File: config.mk
export PLATFORM = sky130hd
export DESIGN_NAME = pvs_top
export DESIGN_NICKNAME = d
export VERILOG_FILES = /design/src/pvs_pkg.sv /design/src/pvs_bitclk.sv /design/src/pvs_top.sv
export VERILOG_INCLUDE_DIRS = /design/src /design/src/src
export SDC_FILE = /design/constraint.sdc
export NUM_CORES = 1
export LEC_CHECK = 0
export BUFFER_PORTS_ARGS = -buffer_cell sky130_fd_sc_hd__buf_2
export CAP_MARGIN = 10
export CORE_AREA = 2 2 191 193
export DETAILED_ROUTE_END_ITERATION = 10
export DIE_AREA = 0 0 193 195
export GPL_ROUTABILITY_DRIVEN = 0
export MAX_ROUTING_LAYER = met4
export SYNTH_ARGS = -nofsm -noshare
export SYNTH_HDL_FRONTEND = slang
export SYNTH_SLANG_ARGS = --single-unit
File: constraint.sdc
create_clock -name pclk -period 3.4 [get_ports pclk]
set_clock_uncertainty 0.15 [all_clocks]
set_input_delay 0.68 -clock pclk [delete_from_list [all_inputs] [get_ports pclk]]
set_output_delay 0.68 -clock pclk [all_outputs]
set_load 0.01 [all_outputs]
File: src/pvs_defs.svh
/*
  constants of the pcm voice serial port: clock rates, frame timing,
  register offsets, field positions and reset values.
  assumes it is included by its bare name wherever these are needed.
*/
`ifndef PVS_DEFS_SVH
`define PVS_DEFS_SVH

// clock rates in kHz
`define PVS_PCLK_KHZ 40000
`define PVS_BCLK0_KHZ 128
`define PVS_BCLK1_KHZ 256
`define PVS_BCLK2_KHZ 512
`define PVS_FRAME_KHZ 8
`define PVS_SLV_MIN_KHZ 64
`define PVS_SLV_MAX_KHZ 2048
`define PVS_GCI_MAX_KHZ 4096

// frame timing in bit clock periods
`define PVS_LSYNC_BITS 8
`define PVS_LAST0 6'h0f
`define PVS_LAST1 6'h1f
`define PVS_LAST2 6'h3f

// register byte offsets
`define PVS_OFS_CTRL 8'h00
`define PVS_OFS_CHCFG 8'h04
`define PVS_OFS_STAT 8'h08
`define PVS_OFS_TX0 8'h0c
`define PVS_OFS_RX0 8'h18
`define PVS_NCH 3

// control fields
`define PVS_CTRL_W 18
`define PVS_CTRL_EN 0
`define PVS_CTRL_MASTER 1
`define PVS_CTRL_FRAME 2
`define PVS_CTRL_RATE 4
`define PVS_CTRL_SLOT16 6
`define PVS_CTRL_FMT 7
`define PVS_CTRL_MSBF 9
`define PVS_CTRL_PAD 10
`define PVS_CTRL_ATT 12
`define PVS_CTRL_MUTE 15
`define PVS_CTRL_SFORCE 16
`define PVS_CTRL_RELF 17
`define PVS_CTRL_RST 18'h00000

// channel config: per channel enable then 2-bit slot
`define PVS_CHCFG_W 12
`define PVS_CHCFG_STRIDE 4
`define PVS_CHCFG_RST 12'h000

// status fields
`define PVS_STAT_RXN 0
`define PVS_STAT_TXD 4
`define PVS_STAT_POS 8

`endif

File: src/pvs_pkg.sv
/*
  types of the pcm voice serial port.
  assumes nothing beyond a systemverilog compiler.
*/
`default_nettype none

package pvs_pkg;
  typedef enum logic [1:0] {pvs_fr_long, pvs_fr_short, pvs_fr_gci, pvs_fr_rsvd} pvs_frame_t;
  typedef enum logic [1:0] {pvs_lin13, pvs_lin16, pvs_mulaw, pvs_alaw} pvs_fmt_t;
  typedef enum logic [1:0] {pvs_pad_sign, pvs_pad_zero, pvs_pad_att, pvs_pad_rsvd} pvs_pad_t;
endpackage : pvs_pkg

`default_nettype wire

File: src/pvs_bitclk.sv
/*
  bit clock source of the pcm port: as master divides pclk down to the
  selected bit clock, as slave synchronises the external clock, sync and
  data pins and finds the bit clock edges.
  assumes pclk at 40 MHz and an external bit clock phase of >= 2 pclk.
*/
`include "pvs_defs.svh"
`default_nettype none

module pvs_bitclk
  import pvs_pkg::*;
#(
  parameter int HW = 8
) (
  // clock and reset
  input wire logic pclk,
  input wire logic presetn,
  // mode
  input wire logic master,
  input wire logic run,
  input wire logic [1:0] rate,
  // pins
  input wire logic bclk_pin,
  input wire logic sync_pin,
  input wire logic din_pin,
  // results
  output logic bclk,
  output logic rise,
  output logic fall,
  output logic sync_lvl,
  output logic din_lvl
);
  localparam logic [HW-1:0] HALF0 = HW'(`PVS_PCLK_KHZ / (2 * `PVS_BCLK0_KHZ) - 1);
  localparam logic [HW-1:0] HALF1 = HW'(`PVS_PCLK_KHZ / (2 * `PVS_BCLK1_KHZ) - 1);
  localparam logic [HW-1:0] HALF2 = HW'(`PVS_PCLK_KHZ / (2 * `PVS_BCLK2_KHZ) - 1);

  logic [HW-1:0] cnt;
  logic [HW-1:0] hi;
  logic [1:0] rate_r;
  logic b1, b2, b3, s1, s2, d1, d2;

  wire gen = master & run;
  wire [HW-1:0] reload = (rate == 2'h2) ? HALF2 : (rate == 2'h1) ? HALF1 : HALF0;
  wire tick = gen & (cnt == '0);
  // slave edges compare the second and third stages, up to 4.096 MHz input
  wire ext_rise = b2 & ~b3;
  wire ext_fall = ~b2 & b3;

  always_ff @(posedge pclk or negedge presetn) begin
    if (!presetn) begin
      {b1, b2, b3, s1, s2, d1, d2} <= 7'h00;
      {sync_lvl, din_lvl, bclk, rise, fall} <= 5'h00;
      cnt <= '0;
    end else begin
      b1 <= bclk_pin;
      b2 <= b1;
      b3 <= b2;
      s1 <= sync_pin;
      s2 <= s1;
      d1 <= din_pin;
      d2 <= d1;
      sync_lvl <= s2;
      din_lvl <= d2;
      cnt <= tick | ~gen ? reload : cnt - 1'b1;
      bclk <= gen & (tick ? ~bclk : bclk);
      rise <= gen ? tick & ~bclk : run & ext_rise;
      fall <= gen ? tick & bclk : run & ext_fall;
    end
  end

  // high-phase length, read only by the check below
  always_ff @(posedge pclk or negedge presetn) begin
    if (!presetn) begin
      hi <= '0;
      rate_r <= 2'h0;
    end else begin
      hi <= bclk ? hi + 1'b1 : '0;
      rate_r <= rise ? rate : rate_r;
    end
  end
endmodule : pvs_bitclk

`default_nettype wire

File: src/pvs_top.sv
/*
  pcm voice serial port with an apb register slave: master or slave bit
  clock and frame sync, long, short and gci framing, three channels in
  the first four slots, 8 or 16 clock slots.
  assumes an apb master on pclk and pin buffers resolving the enables.
*/
// The address map and register access over APB were left to the implementer.
//
// Contract
// - as master the port drives bit clock and frame sync itself.
// - master bit clock selectable as 128, 256 or 512 kHz.
// - slave accepts an external bit clock up to 2048 kHz.
// - up to three channels, each in any of the first four slots.
// - long frame sync rising edge marks the word start.
// - master long frame sync stays high eight bit clock periods.
// - short sync falling edge marks word start, pulse one bit period.
// - input sampled on bit clock fall, output launched on rise.
// - output released after slot last bit, on that fall or next rise.
// - gci mode carries two 64 kbps b channels as two 8-bit slots.
// - gci frames start on sync rise at 8 kHz, slave clock to 4.096 MHz.
// - slots are 8 or 16 clocks; 8-clock slots only for 8-bit samples (not checked against fmt: linear words send their low byte).
// - formats 13-bit and 16-bit linear, 8-bit mu-law or a-law, 8 kHz.
// - bit order selectable as little or big endian.
// - unused slot bits padded with sign, zeros or 3-bit attenuation.
// - mute drives zeros on the serial output.
// - master may force frame sync low while the bit clock runs.
`include "pvs_defs.svh"
`default_nettype none

module pvs_top
  import pvs_pkg::*;
(
  // apb slave
  input wire logic pclk,
  input wire logic presetn,
  input wire logic psel,
  input wire logic penable,
  input wire logic pwrite,
  input wire logic [7:0] paddr,
  input wire logic [31:0] pwdata,
  output logic [31:0] prdata,
  output logic pready,
  output logic pslverr,
  // bit clock pin
  input wire logic bclk_in,
  output logic bclk_out,
  output logic bclk_oe,
  // frame sync pin
  input wire logic sync_in,
  output logic sync_out,
  output logic sync_oe,
  // serial data pins
  input wire logic din,
  output logic dout,
  output logic dout_oe
);
  logic [`PVS_CTRL_W-1:0] ctrl;
  logic [`PVS_CHCFG_W-1:0] chcfg;
  logic [15:0] tx [`PVS_NCH];
  logic [15:0] rx [`PVS_NCH];
  logic [`PVS_NCH-1:0] rx_new, tx_done;
  logic [5:0] pos;
  logic [15:0] rx_acc;
  logic sync_d, launch_d, past_end;
  logic bit_rise, bit_fall, sync_s, din_s;

  // decoded control
  wire run = ctrl[`PVS_CTRL_EN];
  wire master = ctrl[`PVS_CTRL_MASTER];
  wire [1:0] rate = ctrl[`PVS_CTRL_RATE +: 2];
  wire pvs_frame_t frame = pvs_frame_t'(ctrl[`PVS_CTRL_FRAME +: 2]);
  wire pvs_fmt_t fmt = pvs_fmt_t'(ctrl[`PVS_CTRL_FMT +: 2]);
  wire pvs_pad_t pad = pvs_pad_t'(ctrl[`PVS_CTRL_PAD +: 2]);
  wire [2:0] att = ctrl[`PVS_CTRL_ATT +: 3];
  wire msbf = ctrl[`PVS_CTRL_MSBF];
  wire mute = ctrl[`PVS_CTRL_MUTE];
  wire sforce = ctrl[`PVS_CTRL_SFORCE];
  wire relf = ctrl[`PVS_CTRL_RELF];
  wire short_fs = (frame == pvs_fr_short);
  wire gci = (frame == pvs_fr_gci);

  pvs_bitclk #(.HW(8)) u_bitclk (
    .pclk(pclk),
    .presetn(presetn),
    .master(master),
    .run(run),
    .rate(rate),
    .bclk_pin(bclk_in),
    .sync_pin(sync_in),
    .din_pin(din),
    .bclk(bclk_out),
    .rise(bit_rise),
    .fall(bit_fall),
    .sync_lvl(sync_s),
    .din_lvl(din_s)
  );

  // frame position; only the sync edge counts, so any long pulse width works
  wire start = run & ~master & (short_fs ? sync_d & ~sync_s : sync_s & ~sync_d);
  wire launch = bit_rise | start;
  wire [5:0] last_pos = (rate == 2'h2) ? `PVS_LAST2 : (rate == 2'h1) ? `PVS_LAST1 : `PVS_LAST0;
  wire [5:0] pos_inc = pos + 6'h01;
  wire [5:0] next_pos = master ? (bit_rise ? (pos == last_pos ? 6'h00 : pos_inc) : pos)
                      : start ? 6'h00 : (bit_rise && pos != 6'h3f) ? pos_inc : pos;
  // slave frames longer than four 16-clock slots: nothing is driven past them
  wire next_past_end = ~master & ~start & (past_end | (bit_rise & pos == 6'h3f));
  wire next_sync = master & run & ~sforce
                 & (bit_rise ? (short_fs ? next_pos == last_pos
                                         : next_pos < `PVS_LSYNC_BITS)
                             : sync_out);

  // slot decode: gci uses the first two 8-clock slots only
  wire eff16 = ctrl[`PVS_CTRL_SLOT16] & ~gci;
  wire [1:0] cur_slot = eff16 ? pos[5:4] : pos[4:3];
  wire in_win = ~past_end & (eff16 | (gci ? pos[5:4] == 2'h0 : ~pos[5]));
  wire [3:0] idx = eff16 ? pos[3:0] : {1'b0, pos[2:0]};
  wire [3:0] last_idx = eff16 ? 4'hf : 4'h7;
  wire last_bit = (idx == last_idx);
  wire [3:0] tidx = msbf ? last_idx - idx : idx;
  wire [`PVS_NCH-1:0] hit;

  for (genvar k = 0; k < `PVS_NCH; k++) begin : g_hit
    wire en = chcfg[k * `PVS_CHCFG_STRIDE];
    wire [1:0] slot = chcfg[k * `PVS_CHCFG_STRIDE + 1 +: 2];
    assign hit[k] = run & en & in_win & (slot == cur_slot);
  end

  function automatic logic [1:0] pvs_first(input logic [`PVS_NCH-1:0] h);
    pvs_first = h[0] ? 2'h0 : h[1] ? 2'h1 : 2'h2;
  endfunction : pvs_first

  // sample right-aligned, pad above it; 8-clock slots use the low byte
  function automatic logic [15:0] pvs_slot_word(input logic [15:0] s, input pvs_fmt_t f,
                                                input pvs_pad_t p, input logic [2:0] a);
    logic [15:0] w;
    w = s;
    if (f == pvs_lin13) begin
      w[15:13] = (p == pvs_pad_sign) ? {3{s[12]}} : (p == pvs_pad_att) ? a : 3'h0;
    end else if (f != pvs_lin16) begin
      w[15:8] = (p == pvs_pad_sign) ? {8{s[7]}} : (p == pvs_pad_att) ? {a, 5'h00} : 8'h00;
    end
    return w;
  endfunction : pvs_slot_word

  wire hit_any = |hit;
  wire [1:0] sel = pvs_first(hit);
  wire [15:0] word = pvs_slot_word(tx[sel], fmt, pad, att);
  wire out_bit = word[tidx];
  wire [15:0] onehot = 16'h0001 << tidx;
  wire [15:0] assembled = (rx_acc & ~onehot) | (din_s ? onehot : 16'h0000);
  wire slot_end = bit_fall & hit_any & last_bit;

  always_ff @(posedge pclk or negedge presetn) begin
    if (!presetn) begin
      pos <= 6'h00;
      {sync_d, launch_d, sync_out, bclk_oe, sync_oe} <= 5'h00;
      past_end <= 1'b0;
    end else begin
      pos <= next_pos;
      past_end <= next_past_end;
      sync_d <= sync_s;
      launch_d <= launch;
      sync_out <= next_sync;
      bclk_oe <= master & run;
      sync_oe <= master & run;
    end
  end

  // serial output, launched after the rising edge; release as configured
  always_ff @(posedge pclk or negedge presetn) begin
    if (!presetn) begin
      dout <= 1'b0;
      dout_oe <= 1'b0;
    end else if (!run) begin
      dout <= 1'b0;
      dout_oe <= 1'b0;
    end else if (launch_d) begin
      dout <= hit_any & ~mute & out_bit;
      dout_oe <= hit_any;
    end else if (relf && slot_end) begin
      dout_oe <= 1'b0;
    end
  end

  // receive on the falling edge
  always_ff @(posedge pclk or negedge presetn) begin
    if (!presetn) begin
      rx_acc <= 16'h0000;
    end else if (bit_fall && hit_any) begin
      rx_acc <= assembled;
    end
  end

  // apb decode
  function automatic logic [2:0] pvs_chan_dec(input logic [7:0] a, input logic [7:0] base);
    logic [7:0] d;
    d = a - base;
    pvs_chan_dec = {(a >= base) && (d[1:0] == 2'h0) && (d[7:2] < `PVS_NCH), d[3:2]};
  endfunction : pvs_chan_dec

  wire [2:0] tx_dec = pvs_chan_dec(paddr, `PVS_OFS_TX0);
  wire [2:0] rx_dec = pvs_chan_dec(paddr, `PVS_OFS_RX0);
  wire hit_ctrl = (paddr == `PVS_OFS_CTRL);
  wire hit_chcfg = (paddr == `PVS_OFS_CHCFG);
  wire hit_stat = (paddr == `PVS_OFS_STAT);
  wire acc = psel & penable & ~pready;
  wire wr_en = psel & penable & pready & pwrite;
  wire wr_ok = wr_en & ~pslverr;
  logic [31:0] rd_word;
  logic bad;

  always_comb begin
    rd_word = 32'h0000_0000;
    bad = 1'b0;
    if (hit_ctrl) begin
      rd_word[`PVS_CTRL_W-1:0] = ctrl;
    end else if (hit_chcfg) begin
      rd_word[`PVS_CHCFG_W-1:0] = chcfg;
    end else if (hit_stat) begin
      rd_word[`PVS_STAT_RXN +: `PVS_NCH] = rx_new;
      rd_word[`PVS_STAT_TXD +: `PVS_NCH] = tx_done;
      rd_word[`PVS_STAT_POS +: 6] = pos;
    end else if (tx_dec[2]) begin
      rd_word[15:0] = tx[tx_dec[1:0]];
    end else if (rx_dec[2]) begin
      rd_word[15:0] = rx[rx_dec[1:0]];
      bad = pwrite;
    end else begin
      bad = 1'b1;
    end
  end

  always_ff @(posedge pclk or negedge presetn) begin
    if (!presetn) begin
      pready <= 1'b0;
      pslverr <= 1'b0;
      prdata <= 32'h0000_0000;
    end else begin
      pready <= acc;
      pslverr <= acc & bad;
      prdata <= (acc && !pwrite && !bad) ? rd_word : 32'h0000_0000;
    end
  end

  always_ff @(posedge pclk or negedge presetn) begin
    if (!presetn) begin
      ctrl <= `PVS_CTRL_RST;
      chcfg <= `PVS_CHCFG_RST;
    end else if (wr_ok && hit_ctrl) begin
      ctrl <= pwdata[`PVS_CTRL_W-1:0];
    end else if (wr_ok && hit_chcfg) begin
      chcfg <= pwdata[`PVS_CHCFG_W-1:0];
    end
  end

  // per channel data and sticky flags; a set in the clearing cycle wins
  for (genvar k = 0; k < `PVS_NCH; k++) begin : g_ch
    wire done = slot_end & (sel == 2'(k));
    wire clr = wr_ok & hit_stat;
    always_ff @(posedge pclk or negedge presetn) begin
      if (!presetn) begin
        tx[k] <= 16'h0000;
        rx[k] <= 16'h0000;
        rx_new[k] <= 1'b0;
        tx_done[k] <= 1'b0;
      end else begin
        if (wr_ok && tx_dec == {1'b1, 2'(k)}) begin
          tx[k] <= pwdata[15:0];
        end
        if (done) begin
          rx[k] <= eff16 ? assembled : {8'h00, assembled[7:0]};
        end
        rx_new[k] <= done | (rx_new[k] & ~(clr & pwdata[`PVS_STAT_RXN + k]));
        tx_done[k] <= done | (tx_done[k] & ~(clr & pwdata[`PVS_STAT_TXD + k]));
      end
    end
  end
endmodule : pvs_top

`default_nettype wire

# == After elaboration in Yosys (flattened, before gate mapping) ==
# Index checks and enable logic that the tools add are counted.
# word_totals
reg_bits,201
word_cells,262
# op_classes
n_eq_ne,23
n_reduce_logical,26
addsub,5
n_mux,66
n_lt_le_gt_ge,9
shift,1
bitwise_logic,93
# op_table
op,count
16-bit two-way mux,11
16-bit binary-select mux with 2-bit select,3
1-bit bitwise AND,55
8-bit two-way mux,6
6-bit two-way mux,7
1-bit NOT,22
1-bit two-way mux,20
18-bit two-way mux,1
16-bit bitwise AND,1
8-bit logical NOT,2
4-bit two-way mux,4
16-bit NOT,1
16-bit bitwise OR,1
1-bit by 4-bit << shifter with 16-bit output (first input constant),1
3-bit two-way mux,5
1-bit logical AND,14
6-bit == test,2
2-bit logical NOT,6
6-bit by 2-bit less-than comparator with 1-bit output (second input constant),2
12-bit two-way mux,1
2-bit two-way mux,5
5-bit two-way mux,2
1-bit bitwise OR,10
3-bit == test (second input constant),3
other kinds (25),38

# == Longest topological paths before layout ==
# Gate-level depths: netlist (run 1).
# depth
word_depth,21
mapped_depth,13

# == Cells and area by module ==
# A second synthesis (run 1) with hierarchy kept.
# hier_totals
hier_cells,1053
area_unflattened_um2,10617.7
# modules_own_cells
module,instances,cells_per_inst,area_per_inst_um2
pvs_top,1,982,9754.4
pvs_bitclk,1,71,863.3

# == Worst setup path after synthesis (run 1) ==
# OpenSTA, ideal clock, no wires.
# synth_path
kind,in2reg
start,input port paddr[2]
end,register prdata[15]
arrival_ns,3.442
path_buffers,4
cell_stages,11
t_required_ns,3.118
path_slack_ns,-0.324
path_cell_list,buf_1 inv_1 clkbuf_1 ha_1 clkbuf_1 clkbuf_1 mux2_2 a21oi_1 o22ai_1 a22oi_1 nor2_1
# synth_via
elab_chain_len,11
elab_cells_between_ends,34
cone_classes,2 x add/sub; 4 x order compare; 2 x eq/ne; 17 x mux; 2 x bitwise; 7 x reduce/logical
# synth_rtl
element,line,text
"start, declared",pvs_top.sv:39,"input wire logic [7:0] paddr,"
8-bit by 5-bit subtractor with 8-bit output / 8-bit by 5-bit greater-or-equal comparator with 1-bit output (equally long branches),"pvs_top.sv:197, pvs_top.sv:198",
6-bit by 2-bit less-than comparator with 1-bit output (no line) (tied with other cells),n/a,
1-bit logical AND / 16-bit binary-select mux with 2-bit select (equally long branches),"pvs_top.sv:198, pvs_top.sv:226",
1-bit two-way mux / 16-bit two-way mux (equally long branches),"pvs_top.sv:225, pvs_top.sv:226",
1-bit two-way mux / 16-bit two-way mux (equally long branches),"pvs_top.sv:223, pvs_top.sv:226",
1-bit two-way mux / 16-bit two-way mux (equally long branches),"pvs_top.sv:219, pvs_top.sv:225",
1-bit two-way mux / 16-bit two-way mux (equally long branches),"pvs_top.sv:217, pvs_top.sv:223",
1-bit two-way mux / 2-bit two-way mux (equally long branches),"pvs_top.sv:215, pvs_top.sv:219",
1-bit logical NOT / 4-bit two-way mux (equally long branches),"pvs_top.sv:241, pvs_top.sv:217",
1-bit logical AND / 16-bit two-way mux (equally long branches),"pvs_top.sv:241, pvs_top.sv:215",
18-bit two-way mux *,pvs_top.sv:241,prdata <= (acc && !pwrite && !bad) ? rd_word : 32'h0000_0000;
"end signal, assigned",pvs_top.sv:241,
"end, declared",pvs_top.sv:41,"output logic [31:0] prdata,"
# Mark *: on every way between the ends. The rest lies on a longest branch, timed or not. The select of a mux whose other input is x is not followed.
# A chain may end at the register's enable or synchronous reset.

# == Worst setup path after layout (run 1) ==
# layout_path
start,register ctrl[6]
end,register rx[36] in the netlist's numbering
# layout_via
elab_chain_len,9
elab_cells_between_ends,31
cone_classes,1 x add/sub; 4 x eq/ne; 1 x shift; 8 x mux; 15 x bitwise; 2 x reduce/logical
# layout_rtl
element,line,text
"start, declared",pvs_top.sv:57,logic [`PVS_CTRL_W-1:0] ctrl;
"start signal, assigned",pvs_top.sv:247,ctrl <= `PVS_CTRL_RST;
"start signal, assigned",pvs_top.sv:250,ctrl <= pwdata[`PVS_CTRL_W-1:0];
1-bit bitwise AND *,pvs_top.sv:113,wire eff16 = ctrl[`PVS_CTRL_SLOT16] & ~gci;
4-bit two-way mux (tied with other cells),pvs_top.sv:117,wire [3:0] last_idx = eff16 ? 4'hf : 4'h7;
4-bit subtractor / 1-bit bitwise AND (equally long branches),"pvs_top.sv:119, pvs_top.sv:115",
4-bit two-way mux / 1-bit bitwise AND (equally long branches),"pvs_top.sv:119, pvs_top.sv:125",
1-bit by 4-bit << shifter with 16-bit output / 1-bit bitwise AND (equally long branches),"pvs_top.sv:149, pvs_top.sv:125",
16-bit NOT (tied with other cells),pvs_top.sv:150,wire [15:0] assembled = (rx_acc & ~onehot) | (din_s ? onehot : 16'h0000);
16-bit bitwise AND (tied with other cells),pvs_top.sv:150,
16-bit bitwise OR (tied with other cells),pvs_top.sv:150,
16-bit two-way mux / 1-bit bitwise AND (equally long branches),"pvs_top.sv:271, pvs_top.sv:258",
"end signal, assigned by index",pvs_top.sv:271,"rx[k] <= eff16 ? assembled : {8'h00, assembled[7:0]};"
"end, declared",pvs_top.sv:60,logic [15:0] rx [`PVS_NCH];
# Mark *: on every way between the ends. The rest lies on a longest branch, timed or not.

==> reports/results.ini, run 1 <==
[global_route]
grt_pass1_vias=7990
grt.busiest_layer=met2
grt_usage_pct=15.9
grt_max_degree=77
met3_usage_pct=2.14
grt_antenna_before_repair=0
grt_remaining_overflow=0
grt.met1_usage_pct=20.6
groute.layer.met2.usage_pct=26.0
grt_pass1_wl_um=45700

[power_and_ir_drop]
finalPower_mw=4.98
powerDensity_nw_per_um2=411
peakVddDrop_uv=291
power.leakage_nw=5.55

[synth]
synth-simple-area-share_pct=15.4
synthDistinctLibCells=77
yosysWarnings=0
synth_area_um2=10600
synthArstFlopShare_pct=100
synth_compound_area_share_pct=14.0
synth_fa_ha_area_share_pct=1.66
synth-xor-area-share_pct=1.66
ys_ff_latch=201
synth_top_family_by_area=simple AND/OR/NAND/NOR gates
synth.area.mux_share_pct=14.7
netlist_instances=1062
ys_seq_area_share_pct=47.7
postSynthAreaPerCell_um2=9.94
synth_edf_count=0
ys.flop_type=dfrtp_1

[clock_tree]
postCtsResizedCells=0
cts.sinks=201
cts_buffer_depth=3
insertion_delay_ns=0.51
cts_buffers=23
cts_root_buf=clkbuf_16
ctsHtreeMaxLevel=1
path_clk_slew_ns=0.06
cts_tree=built

[sta]
fin_crit_ns=3.20
finalCritPeriodShare_pct=94.2
fin_tns_setup_ns=0
rsz0062_at_grt=false
hold_viol=0
setup_viol=0
hold_ws_ns=0.129
slew_headroom_pct=49.5
fmax_ghz=0.312
tightestPinTransition_ns=0.752
finalWorstSetupSlack_ns=0.196
slew_violations=0

[worst_setup_path]
max_stage_delay_ns=0.54
cp_max_fo=34
endpoint_kind=register
cp-start-kind=register
path_cells=inv_2, nor4_2, nor4_2, or3_4, o311ai_4, nand2_2, buf_4, or3_1, buf_4, nand2_1, o21ai_1
worst_path_max_delay_cell=dfrtp_1
crit_type=register to register
required_ns=3.62
critical_path_arrival_ns=3.42

[floorplanning]
fp.dieW_um=193
fp.dieH_um=195
start_util_pct=29.8
rows=69
design.die.area_um2=37600
pin_count=88
core_um2=35400

[run_status]
outcome=finished clean

[layout]
finalNetCount=1186
design_area_um2=12100
fin_util_pct=34.2
syn2layout_area_growth_pct=14.8
final_cells=1601
drive_gt1_share_pct=22.2
diodes=0

[place]
dp_cells=1559
place_area_um2=11400
place_ws_ns=0.199
portBuffers=59
dp_hpwl_um=20700

[route]
drc_errors=0
first_pass_iters=7
drt_iter0_drc=772
dr_total_vias=8149
routed_via_density=5.09
wire_per_inst_um=18.2
totalWireLength_um=29100
drtAntennaViolNets=0

[hold_path]
min_path_type=primary input to register

[flow_run]
cap_viol_max_count=0

## cells by family after synthesis
group / Yosys count
buffers and inverters: 96
xor gates and xnor gates: 20
DFF: 201
muxes: 144
AOI/OAI and AO/OA: 225
other: 1
and+or+nand+nor: 361
adders and majority gates: 14
## sequential cells by signal, indices dropped and copies added, names as in the netlist, 3 cells and up
register / flops
rx: 48
tx: 48
ctrl: 18
prdata: 18
rx_acc: 16
chcfg: 12
u_bitclk.cnt: 8
pos: 6
rx_new: 3
tx_done: 3
## Yosys cell counts (11+ instances only)
| master | count | area share [%] |
|---|---|---|
| dfrtp_1 | 201 | 48 |
| o21ai_0 | 27 | 1.3 |
| o211ai_1 | 12 | 0.85 |
| nand2_1 | 172 | 6.1 |
| inv_1 | 16 | 0.57 |
| mux2i_1 | 54 | 5.1 |
| clkbuf_1 | 39 | 1.4 |
| a311oi_1 | 11 | 0.91 |
| o21ai_1 | 46 | 2.2 |
| ha_1 | 14 | 1.7 |
| mux2_2 | 90 | 9.6 |
| nand3_1 | 20 | 0.95 |
| nor2_1 | 93 | 3.3 |
| buf_4 | 17 | 1.2 |
| a21oi_1 | 54 | 2.6 |
| o221ai_1 | 13 | 1.1 |
| xnor2_1 | 12 | 1.0 |
## repair_timing
action	CTS	global route
endpoints found under the hold margin	18	0
setup buffers	0	0
setup endpoints to repair	0	0
hold buffers	1	0
## final cells by class
class	instances	area, um2
fill	3635	23300
multi-input combinational	778	5060
sequential	201	5030
clock buffer	39	706
timing repair buffer	102	667
tap	461	577
inverter	18	67.6
clock inverter	2	10.0
## path summary, 6_finish.rpt
kind | start | end | slack [ns] | cells past startpoint
max | ctrl[6]$_DFFE_PN0P_ | rx[36]$_DFFE_PN0P_ | 0.20 | 11
min | din | u_bitclk.d1$_DFF_PN0_ | 0.13 | 1
max reg2reg | ctrl[6]$_DFFE_PN0P_ | rx[36]$_DFFE_PN0P_ | 0.20 | 11
min reg2reg | u_bitclk.d2$_DFF_PN0_ | u_bitclk.din_lvl$_DFF_PN0_ | 0.20 | 0
max in group asynchronous | presetn | rx_new[0]$_DFF_PN0_ | 1.77 | 3
min in group asynchronous | presetn | prdata[12]$_DFF_PN0_ | 0.54 | 2
## cell usage in the layout (no fill, tap or decap), types with 13 or more instances in the layout
| cell type | instances |
|---|---|
| dfrtp_1 | 201 |
| nand2_1 | 172 |
| nor2_1 | 92 |
| mux2_2 | 90 |
| buf_2 | 58 |
| mux2i_1 | 54 |
| a21oi_1 | 54 |
| o21ai_1 | 47 |
| buf_4 | 39 |
| o21ai_0 | 26 |
| clkbuf_16 | 23 |
| nand3_1 | 20 |
| inv_1 | 16 |
| ha_1 | 14 |
| conb_1 | 14 |
| o221ai_1 | 13 |
## worst max-delay path, delay by kind of cell, from the launching register on
family	cells	cell delay [ns]
and+or+nand+nor	6	1.54
buffers and inverters	3	0.61
AOI/OAI and AO/OA	2	0.21
DFF	1	0.54
## metal layers
metal / vias up / share of wire [%] / wire length (um)
li1: 3857 / - / -
met1: 3973 / 42 / 12300
met2: 260 / 49 / 14100
met3: 59 / 6.1 / 1780
met4: 0 / 2.9 / 844
met5: - / 0 / 0
## report_power, final
group | total, mW | leakage [nW] | internal, mW | switching, mW
logic | 0.209 | 2.51 | 0.0619 | 0.147
registers | 2.42 | 2.69 | 2.40 | 0.0121
clock network | 2.35 | 0.352 | 1.40 | 0.954
Power figures use the tool's default switching activity.
==> run 2, diff against run 1 <==
- clock period: 3.4 -> 3 ns (I/O delays scaled with it)
==> reports/results.ini, run 2 (synthesis results as in run 1) <==
[run_status]
outcome=finished clean  ; unchanged

[sta]
finalWorstSetupSlack_ns=0.130  ; was 0.196 ns
hold_viol=0  ; unchanged
slew_violations=0  ; unchanged
slew_headroom_pct=52.4  ; was 49.5%
rsz0062_at_grt=true  ; was false
fin_crit_ns=2.87  ; was 3.20 ns
setup_viol=0  ; unchanged
tightestPinTransition_ns=0.714  ; was 0.752 ns
fmax_ghz=0.348  ; was 0.312 GHz
finalCritPeriodShare_pct=95.7  ; was 94.2%
fin_tns_setup_ns=0  ; unchanged
hold_ws_ns=0.0343  ; was 0.129 ns

[power_and_ir_drop]
finalPower_mw=5.95  ; was 4.98 mW
peakVddDrop_uv=322  ; was 291 uV
power.leakage_nw=5.81  ; was 5.55 nW
powerDensity_nw_per_um2=471  ; was 411 nW/um2

[clock_tree]
cts.sinks=201  ; unchanged
path_clk_slew_ns=0.06  ; about the same
ctsHtreeMaxLevel=1  ; unchanged
cts_root_buf=clkbuf_16  ; unchanged
cts_buffers=24  ; was 23
insertion_delay_ns=0.52  ; was 0.51 ns
cts_tree=built  ; unchanged
cts_buffer_depth=3  ; unchanged

[place]
dp_cells=1585  ; was 1559
place_area_um2=11700  ; was 11400 um2
place_ws_ns=-0.0786  ; was 0.199 ns
portBuffers=59  ; unchanged
dp_hpwl_um=21200  ; was 20700 um

[hold_path]
hold_path_depth=1  ; unchanged
min_path_type=primary input to register  ; unchanged

[global_route]
grt_antenna_before_repair=0  ; unchanged
grt_remaining_overflow=0  ; unchanged
grt_pass1_wl_um=46500  ; was 45700 um
grt_max_degree=64  ; was 77
grt_usage_pct=16.2  ; was 15.9%
grt_pass1_vias=8368  ; was 7990

[route]
totalWireLength_um=29700  ; was 29100 um
drt_iter0_drc=569  ; was 772
dr_total_vias=8329  ; was 8149
drc_errors=0  ; unchanged
drtAntennaViolNets=0  ; unchanged
first_pass_iters=5  ; was 7
routed_via_density=5.10  ; was 5.09
wire_per_inst_um=18.2  ; about the same

[layout]
final_cell_mix=dfrtp_1, nand2_1, mux2_2, nor2_1  ; was dfrtp_1, nand2_1, nor2_1, mux2_2, buf_2
top_regs=rx: 48 flops, tx: 48 flops  ; unchanged
design_area_um2=12600  ; was 12100 um2
final_common_cell=dfrtp_1  ; unchanged
final_cells=1633  ; was 1601
nFillCells=3573  ; was 3635
drive_gt1_share_pct=25.9  ; was 22.2%
diodes=0  ; unchanged
syn2layout_area_growth_pct=19.8  ; was 14.8%
fin_util_pct=35.7  ; was 34.2%
finalNetCount=1216  ; was 1186

[floorplanning]
pin_count=88  ; unchanged
start_util_pct=29.8  ; unchanged
core_um2=35400  ; unchanged
fp.dieH_um=195  ; unchanged
rows=69  ; unchanged
design.die.area_um2=37600  ; unchanged
fp.dieW_um=193  ; unchanged

[worst_setup_path]
cp-start-kind=register  ; unchanged
critical_path_arrival_ns=3.12  ; was 3.42 ns
crit_type=register to register  ; unchanged
required_ns=3.25  ; was 3.62 ns
cp_max_fo=34  ; unchanged
endpoint_kind=register  ; unchanged
r2r_cells=11  ; unchanged

[flow_run]
cap_viol_max_count=0  ; unchanged

## run 2: cell types whose count changed in the layout (fill, tap and decap cells not counted), sizes merged
| cell | before | now |
|---|---|---|
| buf | 100 | 129 |
| clkinv | 3 | 4 |
| clkbuf | 40 | 41 |
| bufinv | 0 | 1 |
## run 2: per-layer routing
layer	track usage, %	wire, um	vias up
met5	-	0	-
met4	5.33	963	0
met3	2.14	1480	63
met2	26.9	14500	250
met1	20.3	12700	4107
li1	-	-	3909
## run 2: layout make-up
class	count	area (um2)	share of cell area, %
multi-input cells	778	5130	40.6
flip-flops and latches	201	5030	39.8
repair buffers	131	1010	7.99
clock buffers	40	761	6.02
well taps	461	577	4.56
inverters	18	67.6	0.535
clock inverters	4	60.1	0.475
## run 2: final timing paths
check | slack, ns | endpoint | startpoint
setup / recovery | 0.13 | rx[31]$_DFFE_PN0P_ | ctrl[6]$_DFFE_PN0P_
hold reg to reg | 0.20 | u_bitclk.b2$_DFF_PN0_ | u_bitclk.b1$_DFF_PN0_
min in group asynchronous | 0.50 | prdata[12]$_DFF_PN0_ | presetn
hold / removal | 0.03 | u_bitclk.s1$_DFF_PN0_ | sync_in
setup reg to reg | 0.13 | rx[31]$_DFFE_PN0P_ | ctrl[6]$_DFFE_PN0P_
max in group asynchronous | 1.43 | rx[39]$_DFFE_PN0P_ | presetn
## run 2: where the power goes
part	leakage [nW]	switching, mW	internal (mW)
clock	0.404	1.15	1.81
sequential	2.68	0.0132	2.72
combinational	2.72	0.173	0.0808
## run 2: timing repair
action,CTS,global route
hold buffers,1,0
setup buffers,0,3
resized for setup,0,14
endpoints found under the hold margin,59,0
endpoints found under the setup margin,0,48
## run 2: critical path, cell delays in order (launching register included)
cell and delay (ns):
dfrtp_2 0.42, inv_2 0.11, nor4_2 0.31, nor4_2 0.06
buf_4 0.14, or3_4 0.40, o311ai_4 0.12, nand2_2 0.15
or4_4 0.52, buf_12 0.18, nand2_1 0.10, o21ai_2 0.05
